[src/common/mvd_pkg.sv]
package mvd_pkg;
  // bus shape
  localparam int ADDR_W = 9;
  localparam int DATA_W = 32;
  localparam logic [1:0] RESP_OKAY = 2'b00;
  localparam logic [1:0] RESP_SLVERR = 2'b10;
  // register indices; byte address is four times the index
  localparam logic [6:0] IDX_CTRL_C = 7'h5d;
  localparam logic [6:0] IDX_EVT_SRC = 7'h5e;
  localparam logic [6:0] IDX_DET_CFG = 7'h69;
  localparam logic [6:0] IDX_THR_HI = 7'h6a;
  localparam logic [6:0] IDX_THR_LO = 7'h6b;
  localparam logic [6:0] IDX_DB_COUNT = 7'h6c;
  localparam logic [6:0] IDX_INIT_BASE = 7'h6d;
  // reset values
  localparam logic [7:0] RST_BYTE = 8'h00;
  // control register fields
  localparam int CC_BYPASS = 7;
  localparam int CC_SLP_OS_HI = 6;
  localparam int CC_SLP_OS_LO = 4;
  localparam int CC_AXIS_UPD = 3;
  localparam int CC_ST_Z = 2;
  localparam int CC_ST_XY_HI = 1;
  // event source fields
  localparam int ES_THS = 2;
  localparam int ES_VECM = 1;
  localparam int ES_DRDY = 0;
  // detector config fields
  localparam int DC_LATCH = 6;
  localparam int DC_INIT_SRC = 5;
  localparam int DC_FREEZE = 4;
  localparam int DC_EN = 3;
  localparam int DC_WAKE = 2;
  localparam int DC_INT_EN = 1;
  localparam int DC_PIN_SEL = 0;
  localparam logic [7:0] DC_MASK = 8'h7f;
  // threshold high byte: debounce mode in bit 7, threshold bits 14:8
  localparam int TH_DB_MODE = 7;
  // output data rate codes, 1.56 Hz up to 800 Hz
  localparam logic [2:0] ODR_800 = 3'h7;
  localparam logic [10:0] DECIM_MIN = 11'h002;
  // exponent bias per rate: factor = 2^(max(os,1)+bias), at least 2
  localparam int ODR_EXP_BIAS [8] = '{3, 1, 0, -2, -3, -4, -5, -6};
endpackage

[src/core/mvd_detect.sv]
`timescale 1ns/100ps
module mvd_detect
  import mvd_pkg::*;
(
  input  wire logic                      core_clk,         // system clock
  input  wire logic                      sys_rst,          // sync reset
  input  wire logic [ADDR_W-1:0]         s_axi_awaddr,     // write address
  input  wire logic                      s_axi_awvalid,    // write addr valid
  output logic                           s_axi_awready,    // write addr ready
  input  wire logic [DATA_W-1:0]         s_axi_wdata,      // write data
  input  wire logic [DATA_W/8-1:0]       s_axi_wstrb,      // byte strobes
  input  wire logic                      s_axi_wvalid,     // write data valid
  output logic                           s_axi_wready,     // write data ready
  output logic [1:0]                     s_axi_bresp,      // write response
  output logic                           s_axi_bvalid,     // response valid
  input  wire logic                      s_axi_bready,     // response ready
  input  wire logic [ADDR_W-1:0]         s_axi_araddr,     // read address
  input  wire logic                      s_axi_arvalid,    // read addr valid
  output logic                           s_axi_arready,    // read addr ready
  output logic [DATA_W-1:0]              s_axi_rdata,      // read data
  output logic [1:0]                     s_axi_rresp,      // read response
  output logic                           s_axi_rvalid,     // read data valid
  input  wire logic                      s_axi_rready,     // read data ready
  input  wire logic                      sampleStrobe,     // new decimated sample
  input  wire logic [2:0][15:0]          rawSample,        // x,y,z raw data
  input  wire logic [2:0][15:0]          hardIronOffset,   // stored offsets
  input  wire logic [2:0]                thsTrigger,       // per-axis ths event
  input  wire logic [2:0]                odrSelect,        // data rate code
  input  wire logic [2:0]                oversampleRatio,  // normal os setting
  input  wire logic                      sleepActive,      // in auto-sleep
  output logic [2:0][15:0]               magOut,           // corrected sample
  output logic                           magOutValid,      // sample pulse
  output logic [10:0]                    decimFactor,      // decimation ratio
  output logic                           zSelftestEnable,  // z stimulus on
  output logic                           xySelftestEnable, // x/y stimulus on
  output logic [2:0]                     thsRefUpdate,     // ths ref refresh
  output logic                           irqLineOne,       // interrupt line 1
  output logic                           irqLineTwo,       // interrupt line 2
  output logic                           vecmWake          // auto-sleep input
);

  typedef struct packed {
    logic              awReady;
    logic              wReady;
    logic              bValid;
    logic [1:0]        bResp;
    logic              awHave;
    logic              wHave;
    logic [6:0]        awIdx;
    logic              awAligned;
    logic [7:0]        wByte;
    logic              wLane;
    logic              arReady;
    logic              rValid;
    logic [1:0]        rResp;
    logic [DATA_W-1:0] rData;
    logic [7:0]        ctrlC;
    logic [7:0]        detCfg;
    logic [7:0]        thrHi;
    logic [7:0]        thrLo;
    logic [7:0]        dbCount;
    logic [2:0][15:0]  initVal;
    logic [2:0][15:0]  refVec;
    logic [2:0][15:0]  magOut;
    logic              magValid;
    logic [7:0]        dbCnt;
    logic              enPrev;
    logic              flagThs;
    logic              flagVecm;
    logic              flagDrdy;
    logic [10:0]       decim;
    logic              stZ;
    logic              stXy;
    logic [2:0]        refUpd;
    logic              irqOne;
    logic              irqTwo;
    logic              wake;
  } mvd_state_t;

  mvd_state_t s;
  mvd_state_t next_s;
  logic       srcRead;

  // true when an index names a register of this block
  function automatic logic isMapped(input logic [6:0] idx);
    return (idx == IDX_CTRL_C) || (idx == IDX_EVT_SRC) ||
           (idx == IDX_DET_CFG) || (idx == IDX_THR_HI) ||
           (idx == IDX_THR_LO) || (idx == IDX_DB_COUNT) ||
           ((idx >= IDX_INIT_BASE) && (idx < IDX_INIT_BASE + 7'h06));
  endfunction

  // decimation lookup, exponent clamped so the factor is never below 2
  function automatic logic [10:0] decimLookup(input logic [2:0] output_data_rate,
                                              input logic [2:0] os);
    int e;
    e = ((os == 3'h0) ? 1 : int'(os)) + ODR_EXP_BIAS[output_data_rate];
    if (e < 1) begin
      e = 1;
    end
    return 11'(11'h001 << e);
  endfunction

  // squared difference of two signed axis values
  function automatic logic [33:0] sqDiff(input logic [15:0] a,
                                         input logic [15:0] b);
    logic signed [16:0] d;
    logic signed [33:0] p;
    d = $signed({a[15], a}) - $signed({b[15], b});
    p = d * d;
    return 34'(p);
  endfunction

  // read of the event source in the cycle the address is taken
  assign srcRead = s.arReady && s_axi_arvalid &&
                   (s_axi_araddr[ADDR_W-1:2] == IDX_EVT_SRC);

  // next-state logic for bus, registers and detector
  always_comb begin
    logic [35:0] distSq;
    logic [29:0] thrSq;
    logic [14:0] thr;
    logic        above;
    logic        hit;
    logic [6:0]  rIdx;
    distSq = '0;
    thrSq = '0;
    thr = '0;
    above = 1'b0;
    hit = 1'b0;
    rIdx = s_axi_araddr[ADDR_W-1:2];
    next_s = s;
    next_s.magValid = 1'b0;
    next_s.refUpd = 3'b000;

    // write address and data taken in either order
    if (s.awReady && s_axi_awvalid) begin
      next_s.awReady = 1'b0;
      next_s.awHave = 1'b1;
      next_s.awIdx = s_axi_awaddr[ADDR_W-1:2];
      next_s.awAligned = (s_axi_awaddr[1:0] == 2'b00);
    end
    if (s.wReady && s_axi_wvalid) begin
      next_s.wReady = 1'b0;
      next_s.wHave = 1'b1;
      next_s.wByte = s_axi_wdata[7:0];
      next_s.wLane = s_axi_wstrb[0];
    end
    if (s.awHave && s.wHave && !s.bValid) begin
      next_s.awHave = 1'b0;
      next_s.wHave = 1'b0;
      next_s.bValid = 1'b1;
      next_s.bResp = (s.awAligned && isMapped(s.awIdx)) ? RESP_OKAY
                                                        : RESP_SLVERR;
      if (s.awAligned && s.wLane) begin
        case (s.awIdx)
          IDX_CTRL_C:   next_s.ctrlC = s.wByte;
          IDX_DET_CFG:  next_s.detCfg = s.wByte & DC_MASK;
          IDX_THR_HI:   next_s.thrHi = s.wByte;
          IDX_THR_LO:   next_s.thrLo = s.wByte;
          IDX_DB_COUNT: next_s.dbCount = s.wByte;
          default: begin
            for (int a = 0; a < 3; a++) begin
              if (s.awIdx == 7'(IDX_INIT_BASE + 2 * a)) begin
                next_s.initVal[a][15:8] = s.wByte;
              end
              if (s.awIdx == 7'(IDX_INIT_BASE + 2 * a + 1)) begin
                next_s.initVal[a][7:0] = s.wByte;
              end
            end
          end
        endcase
      end
    end
    if (s.bValid && s_axi_bready) begin
      next_s.bValid = 1'b0;
      next_s.awReady = 1'b1;
      next_s.wReady = 1'b1;
    end

    // read path; references have no address at all
    if (s.arReady && s_axi_arvalid) begin
      next_s.arReady = 1'b0;
      next_s.rValid = 1'b1;
      next_s.rData = '0;
      next_s.rResp = (s_axi_araddr[1:0] == 2'b00 && isMapped(rIdx))
                     ? RESP_OKAY : RESP_SLVERR;
      case (rIdx)
        IDX_CTRL_C:   next_s.rData[7:0] = s.ctrlC;
        IDX_EVT_SRC:  next_s.rData[7:0] = {5'h00, s.flagThs, s.flagVecm,
                                           s.flagDrdy};
        IDX_DET_CFG:  next_s.rData[7:0] = s.detCfg;
        IDX_THR_HI:   next_s.rData[7:0] = s.thrHi;
        IDX_THR_LO:   next_s.rData[7:0] = s.thrLo;
        IDX_DB_COUNT: next_s.rData[7:0] = s.dbCount;
        default: begin
          for (int a = 0; a < 3; a++) begin
            if (rIdx == 7'(IDX_INIT_BASE + 2 * a)) begin
              next_s.rData[7:0] = s.initVal[a][15:8];
            end
            if (rIdx == 7'(IDX_INIT_BASE + 2 * a + 1)) begin
              next_s.rData[7:0] = s.initVal[a][7:0];
            end
          end
        end
      endcase
    end
    if (s.rValid && s_axi_rready) begin
      next_s.rValid = 1'b0;
      next_s.arReady = 1'b1;
    end

    // reading the event source clears flags; sets below win over this
    if (srcRead) begin
      next_s.flagThs = 1'b0;
      next_s.flagDrdy = 1'b0;
      if (s.detCfg[DC_LATCH]) begin
        next_s.flagVecm = 1'b0;
      end
    end

    // offset correction of each new sample
    if (sampleStrobe) begin
      for (int a = 0; a < 3; a++) begin
        if (s.ctrlC[CC_BYPASS]) begin
          next_s.magOut[a] = rawSample[a];
        end else begin
          next_s.magOut[a] = rawSample[a] - hardIronOffset[a];
        end
      end
      next_s.magValid = 1'b1;
      next_s.flagDrdy = 1'b1;
    end

    // threshold detector reference refresh and flag
    if (thsTrigger != 3'b000) begin
      next_s.flagThs = 1'b1;
      if (s.ctrlC[CC_AXIS_UPD]) begin
        next_s.refUpd = thsTrigger;
      end else begin
        next_s.refUpd = 3'b111;
      end
    end

    // squared distance against squared 15-bit threshold
    thr = {s.thrHi[6:0], s.thrLo};
    thrSq = 30'(thr) * 30'(thr);
    distSq = 36'(sqDiff(s.magOut[0], s.refVec[0])) +
             36'(sqDiff(s.magOut[1], s.refVec[1])) +
             36'(sqDiff(s.magOut[2], s.refVec[2]));
    above = distSq > 36'(thrSq);

    // debounce and event, one step per output sample
    next_s.enPrev = s.detCfg[DC_EN];
    if (!s.detCfg[DC_EN]) begin
      next_s.dbCnt = '0;
      if (!s.detCfg[DC_LATCH]) begin
        next_s.flagVecm = 1'b0;
      end
    end else if (s.magValid) begin
      if (above) begin
        if (s.dbCnt >= s.dbCount) begin
          hit = 1'b1;
        end else begin
          next_s.dbCnt = s.dbCnt + 8'h01;
        end
      end else if (s.thrHi[TH_DB_MODE]) begin
        next_s.dbCnt = '0;
      end else if (s.dbCnt != 8'h00) begin
        next_s.dbCnt = s.dbCnt - 8'h01;
      end
      if (s.detCfg[DC_LATCH]) begin
        if (hit) begin
          next_s.flagVecm = 1'b1;
        end
      end else begin
        next_s.flagVecm = hit;
      end
      if (hit && !s.detCfg[DC_FREEZE]) begin
        next_s.refVec = s.magOut;
        next_s.dbCnt = '0;
      end
    end

    // reference load on enable, or live from init registers
    if (s.detCfg[DC_EN] && !s.enPrev) begin
      next_s.refVec = s.detCfg[DC_INIT_SRC] ? s.initVal : s.magOut;
      next_s.dbCnt = '0;
    end
    if (s.detCfg[DC_EN] && s.detCfg[DC_INIT_SRC] &&
        s.detCfg[DC_FREEZE]) begin
      next_s.refVec = s.initVal;
    end

    // registered control outputs
    next_s.stZ = s.ctrlC[CC_ST_Z];
    next_s.stXy = (s.ctrlC[CC_ST_XY_HI:0] != 2'b00);
    next_s.decim = decimLookup(odrSelect, sleepActive
                   ? s.ctrlC[CC_SLP_OS_HI:CC_SLP_OS_LO]
                   : oversampleRatio);
    next_s.wake = s.detCfg[DC_WAKE] && next_s.flagVecm;
    next_s.irqOne = s.detCfg[DC_INT_EN] && s.detCfg[DC_PIN_SEL] &&
                    next_s.flagVecm;
    next_s.irqTwo = s.detCfg[DC_INT_EN] && !s.detCfg[DC_PIN_SEL] &&
                    next_s.flagVecm;
  end

  // state register
  always_ff @(posedge core_clk) begin
    if (sys_rst) begin
      s <= '0;
      s.awReady <= 1'b1;
      s.wReady <= 1'b1;
      s.arReady <= 1'b1;
      s.ctrlC <= RST_BYTE;
      s.detCfg <= RST_BYTE;
      s.decim <= DECIM_MIN;
    end else begin
      s <= next_s;
    end
  end

  // outputs straight from the state flops
  assign s_axi_awready = s.awReady;
  assign s_axi_wready = s.wReady;
  assign s_axi_bvalid = s.bValid;
  assign s_axi_bresp = s.bResp;
  assign s_axi_arready = s.arReady;
  assign s_axi_rvalid = s.rValid;
  assign s_axi_rresp = s.rResp;
  assign s_axi_rdata = s.rData;
  assign magOut = s.magOut;
  assign magOutValid = s.magValid;
  assign decimFactor = s.decim;
  assign zSelftestEnable = s.stZ;
  assign xySelftestEnable = s.stXy;
  assign thsRefUpdate = s.refUpd;
  assign irqLineOne = s.irqOne;
  assign irqLineTwo = s.irqTwo;
  assign vecmWake = s.wake;
endmodule

[config.mk]
export PLATFORM = sky130hd
export DESIGN_NAME = mvd_detect
export DESIGN_NICKNAME = d
export VERILOG_FILES = /design/src/common/mvd_pkg.sv /design/src/core/mvd_detect.sv
export SDC_FILE = /design/constraint.sdc
export NUM_CORES = 2
export LEC_CHECK = 0
export BUFFER_PORTS_ARGS = -buffer_cell sky130_fd_sc_hd__buf_4
export CAP_MARGIN = 0
export CORE_MARGIN = 4
export CORE_UTILIZATION = 55
export DETAILED_ROUTE_END_ITERATION = 12
export MAX_ROUTING_LAYER = met4
export PLACE_DENSITY = 0.81
export RECOVER_POWER = 25
export SETUP_SLACK_MARGIN = 0.5
export SLEW_MARGIN = 25
export SYNTH_ARGS = -nofsm -noshare
export SYNTH_HDL_FRONTEND = slang
export SYNTH_SLANG_ARGS = --single-unit
[constraint.sdc]
create_clock -name core_clk -period 15.7 [get_ports core_clk]
set_clock_uncertainty 0.1 [all_clocks]
set_input_delay 3.14 -clock core_clk [delete_from_list [all_inputs] [get_ports core_clk]]
set_output_delay 3.14 -clock core_clk [all_outputs]
set_load 0.05 [all_outputs]
======== Word-level counts from Yosys, hierarchy flattened ========
Memories as Yosys holds them, arrays and structs flattened.
Index checks and enable logic that the tools add are counted.
word-level totals
  output and inout bits ................... 109
  memory bits (read-only) ................. 256
  logic and storage cells ................. 210
  input bits .............................. 168
  register bits after elaboration ......... 251
  memories kept ........................... 1
operators by class
  add/subtract/negate cells ............... 11
  reduce and logical (&&, ||, !) cells .... 69
  $mul .................................... 4
  $lt $le $gt $ge ......................... 8
  bitwise logic cells ..................... 4
  equal/unequal tests ..................... 25
  multiplexer cells ....................... 43
  shift operators ......................... 1
memory list
  memory            depth  width  rd ports  clocked after memory_dff  wr ports  line              text
  (name not given)  8      32     1         0                         0         mvd_detect.sv:96  e = ((os == 3'h0) ? 1 : int'(os)) + ODR_EXP_BIAS[output_data_rate];
operators with widths
  cell                                                          count
  two-way mux 48 bit                                            6
  equality test 7 bit (second input constant)                   24
  multiplier 17 x 17 -> 34 bit                                  3
  two-way mux 32 bit                                            3
  two-way mux 8 bit                                             11
  subtractor 16 x 16 -> 17 bit                                  3
  two-way mux 16 bit                                            3
  case mux 8 bit (6 select lines)                               1
  subtractor 16 bit                                             3
  adder 35 x 34 -> 36 bit                                       1
  greater-than comparator 36 x 30 -> 1 bit                      1
  adder 34 x 34 -> 35 bit                                       1
  adder 4 x 32 -> 32 bit                                        1
  less-than comparator 32 x 2 -> 1 bit (second input constant)  1
  left shift 1 x 32 -> 11 bit (first input constant)            1
  multiplier 15 x 15 -> 30 bit                                  1
  AND reduction 4 bit                                           6
  logical AND 1 bit                                             22
  AND reduction 3 bit                                           7
  greater-or-equal comparator 7 bit (second input constant)     2
  less-than comparator 7 bit (second input constant)            2
  two-way mux 1 bit                                             13
  logical OR 1 bit                                              12
  two-way mux 3 bit                                             4
  other kinds (18)                                              33

======== Logic depth before layout (Yosys ltp) ========
  depth in word-level cells ............... 14
  gate-level depth with buffers ........... 61
  mapped depth without buffers ............ 57

======== Worst setup path after synthesis ========
No wires, ideal clock.
  kind .................................... register to register
  from .................................... reg s, in the netlist magOut[0]
  to ...................................... reg s[27] (netlist bit)
  required time ........................... 15.513 ns
  setup slack ............................. 2.618 ns
  buffers on the path ..................... 3
  period minus slack after synthesis ...... 13.082 ns
  setup time .............................. 0.087 ns
  arrival time ............................ 12.895 ns
  stages on the path, launching flop included .. 58
  path through ............................ dfxtp_1 > inv_1 > ha_1 > fa_1 > nor2b_1 > o21ai_0 > a21boi_0 > o21ai_0 > a21boi_0 > o2111ai_1 > nand4_1 > a311oi_1 > or3_1 > a31o_2 > inv_1 > clkbuf_1 > nor2_1 > fa_1 > [22 not listed] > nand4_1 > a2111oi_0 > nor2_1 > xnor2_1 > ha_1 > nand4_1 > nor3_1 > a31oi_1 > a2111oi_0 > o2111ai_1 > a31oi_1 > o2111ai_1 > or4_4 > buf_6 > o211a_1 > buf_6 > a211o_1 > o31ai_1
between the ends
  cells in the longest elaborated chain, start to end .. 11
  elaborated cells between the ends (all ways) .. 14
  those cells by class .................... 3 x add/sub; 1 x mul; 1 x order compare; 1 x eq/ne; 5 x mux; 3 x reduce/logical
ends and longest elaborated chain
  item                                                                           line               text
  start, declared                                                                mvd_detect.sv:80   mvd_state_t s;
  start signal, assigned                                                         mvd_detect.sv:318  s <= next_s;
  subtractor 16 x 16 -> 17 bit (*)                                               mvd_detect.sv:108  d = $signed({a[15], a}) - $signed({b[15], b});
  multiplier 17 x 17 -> 34 bit (*)                                               mvd_detect.sv:109  p = d * d;
  adder 34 x 34 -> 35 bit (*)                                                    mvd_detect.sv:247  distSq = 36'(sqDiff(s.magOut[0], s.refVec[0])) +
  adder 35 x 34 -> 36 bit (*)                                                    mvd_detect.sv:248  36'(sqDiff(s.magOut[1], s.refVec[1])) +
  greater-than comparator 36 x 30 -> 1 bit (*)                                   mvd_detect.sv:250  above = distSq > 36'(thrSq);
  two-way mux 1 bit                                                              mvd_detect.sv:260  if (above) begin
  two-way mux 1 bit                                                              mvd_detect.sv:259  end else if (s.magValid) begin
  two-way mux 1 bit                                                              mvd_detect.sv:254  if (!s.detCfg[DC_EN]) begin
  logical AND 1 bit                                                              mvd_detect.sv:278  if (hit && !s.detCfg[DC_FREEZE]) begin
  != test 3 x 2 -> 1 bit (no line) / nonzero test 4 bit (equally long branches)  --
  AND reduction 3 bit (no line)                                                  --
Mark *: on every way between the ends. The rest lies on a longest branch, timed or not. The select of a mux whose other input is x is not followed.
A chain may end at the register's enable or synchronous reset.

======== Final worst setup path ========
  from .................................... reg s, in the netlist magOut[0]
  to ...................................... reg s, in the netlist irqLineOne
between the ends
  cells in the longest elaborated chain, start to end .. 13
ends and longest elaborated chain
  item                                          line               text
  subtractor 16 x 16 -> 17 bit (*)              mvd_detect.sv:108
  multiplier 17 x 17 -> 34 bit (*)              mvd_detect.sv:109
  adder 34 x 34 -> 35 bit (*)                   mvd_detect.sv:247
  adder 35 x 34 -> 36 bit (*)                   mvd_detect.sv:248
  greater-than comparator 36 x 30 -> 1 bit (*)  mvd_detect.sv:250
  two-way mux 1 bit (*)                         mvd_detect.sv:260
  two-way mux 1 bit (*)                         mvd_detect.sv:259
  two-way mux 1 bit (*)                         mvd_detect.sv:254
  two-way mux 1 bit                             mvd_detect.sv:272  if (hit) begin
  two-way mux 1 bit (*)                         mvd_detect.sv:271  if (s.detCfg[DC_LATCH]) begin
  two-way mux 1 bit (*)                         mvd_detect.sv:259
  two-way mux 1 bit (*)                         mvd_detect.sv:254
  logical AND 1 bit (*)                         mvd_detect.sv:301  next_s.irqOne = s.detCfg[DC_INT_EN] && s.detCfg[DC_PIN_SEL] &&
Marked as above.

==> reports/results.ini <==
[detailed_routing]
post-route-drc-count = 0
drt_iter0_drc = 2894
ant_nets = 0
via_count = 42900
routedWlPerCell_um = 18.2
wirelength_um = 140000
first_pass_iters = 6
viasPerCell = 5.57

[final_layout]
multi_input_area_um2 = 42800
area_delta_synth_final_pct = 6.21
final_common_cell = inv_1
seq_area_um2 = 4990
fin_util_pct = 58.9
nFillCells = 8263
layout_common_cells = inv_1, fa_1, nor2_1
nets = 8070
antenna_cells = 0
layout-drive-gt1-share_pct = 6.87

[global_routing]
grt_max_degree = 117
grt_overflow = 0
grt_pass1_vias = 45200
grt_pass1_wl_um = 230000
antenna_found_initial = 1
grt.total_usage_pct = 28.2

[critical_path]
critPathLaunchType = register
critical_path.endpoint_type = register
critical-path-slowest-cell = fa_2
crit_required_ns = 16.05
rrSetupSlack_ns = 1.15
worst-path-max-fanout = 22
cp.arrival_ns = 14.91
path_class = register to register
max_stage_delay_ns = 0.63

[yosys]
yosysWarnings = 0
yosysSeqAreaShare_pct = 9.12
synth_top_area_share_pct = 36.2
synth_cell_type_count = 84
synthCells = 6331
synth_ff_type = dfxtp_1
synth_area_leader_cell = fa_1
synth-edff-count = 0
syn_area_um2 = 54700
async_flop_share_pct = 0
synth.area.top_cells = fa_1, ha_1, inv_1, dfxtp_1, nor2_1
avgSynthCellArea_um2 = 8.64
ys_ff_latch = 249

[cts]
root_buffer = clkbuf_16
cts_tree = built
clock_sinks = 249
path_clk_slew_ns = 0.07
insertion_delay_ns = 0.56
htree_levels = 1
cts.path.max_buffers = 3
numCtsBuffers = 23
ctsHoldBuffers = 0

[floorplan]
initial_core_util_pct = 55.5
num_rows = 115
die_w_um = 323
die_y_um = 323
die_area_um2 = 105000
ios = 277
core_um2 = 98600

[sta]
period_share_pct = 92.7
hold_viol_final = 0
fmax_mhz = 68.7
setup_violations = 0
tightest_slew_ns = 5.21
tns_ns = 0
slew_violations = 117
rsz0062_at_grt = false
finalCriticalPeriod_ns = 14.55
slew_headroom_pct = -247

[run]
timing.max_cap.violations = 1

[placed_design]
gp_congestion = 0.982
dpl.hpwl_um = 117000
io_buffer_count = 223

[min_path]
hold_class = register to register

[status]
failed_checks = capacitance limit, slew limit
status = complete, but fails checks

synth_stat cells, drive strengths merged, types with 16 or more instances:
library cell  instances
xor2                 82
dfxtp               249
and2                 74
o21a                 25
ha                  522
nand3                67
and3                 31
a311oi               22
o21bai               19
inv                1480
nor2                571
or2                  38
a211oi               75
nor3                 63
o2111ai              24
nand2               491
nor2b                42
xnor2               155
a31oi                22
o31ai                18
clkbuf              181
o211ai               35
or3                  20
nand2b               49
a21boi               18
a21o                 79
a21oi               258
buf                 116
mux2i               153
fa                  989
o21ai               136
nand4                16
final timing paths:
kind,start,cells after the start,end
min,s[252],2,s[252]
max,magOut[0],53,irqLineOne
max reg2reg,magOut[0],53,irqLineOne
min reg2reg,s[252],2,s[252]
cell type report:
type,count,area share (%)
clock buffer,28,1.06
clock inverter,12,0.256
inverter,1490,9.68
multi-input combinational,4320,73.7
sequential,249,8.59
tap,1287,2.77
timing repair buffer,306,3.96
timing repair inverter,1,0.00862
state kept, by name, summed over array words and instances (netlist names), 2 cells and up:
signal        count
s_axi_rdata       8
magOut           48
s               164
decimFactor      11
thsRefUpdate      3
next_s            2
repair_timing:
| item | in CTS | in global routing |
|---|---|---|
| setup endpoints to repair | 0 | 60 |
| setup buffers | 0 | 17 |
| resized for setup | 0 | 29 |
worst max-delay path, delay by kind of cell (launching register included):
family | cells | cell delay, ns
flip-flops | 1 | 0.39
XOR/XNOR | 2 | 0.37
buffers and inverters | 8 | 0.72
AND/OR/NAND/NOR | 14 | 3.38
AO/OA/AOI/OAI | 17 | 4.12
adder cells (fa/ha/maj) | 12 | 5.35
cell families after synthesis:
family	count (synthesis)	share of synthesized area [%]
XOR/XNOR	237	3.80
flip-flops	249	9.12
other	1	0.00686
AND/OR/NAND/NOR	1526	12.5
adder cells (fa/ha/maj)	1511	48.2
buffers and inverters	1787	13.0
AO/OA/AOI/OAI	853	10.3
multiplexers	167	3.13
metal layers:
layer  GRT usage, %  vias up  routed length, um
met5              -        -                  0
met4           11.8        0               7050
met3           3.87      396              10400
li1               -    19800                  -
met1           34.7    21100              54800
met2           46.9     1675              68000
through the flow:
step                hold slack [ns]  area [um^2]  setup slack [ns]  cells
global route                  0.412        58100             0.275   7693
global placement              0.370        57100              1.08   7635
CTS                           0.385        57800             0.673   7675
detailed placement            0.375        57100             0.741   7635
floorplan                     0.338        54800              2.62   6356
finish                        0.376        58100              1.15   7693
Power is left out: the tool's default activity adds up to more than one toggle a clock period on the data nets, which glitch-free logic cannot reach.
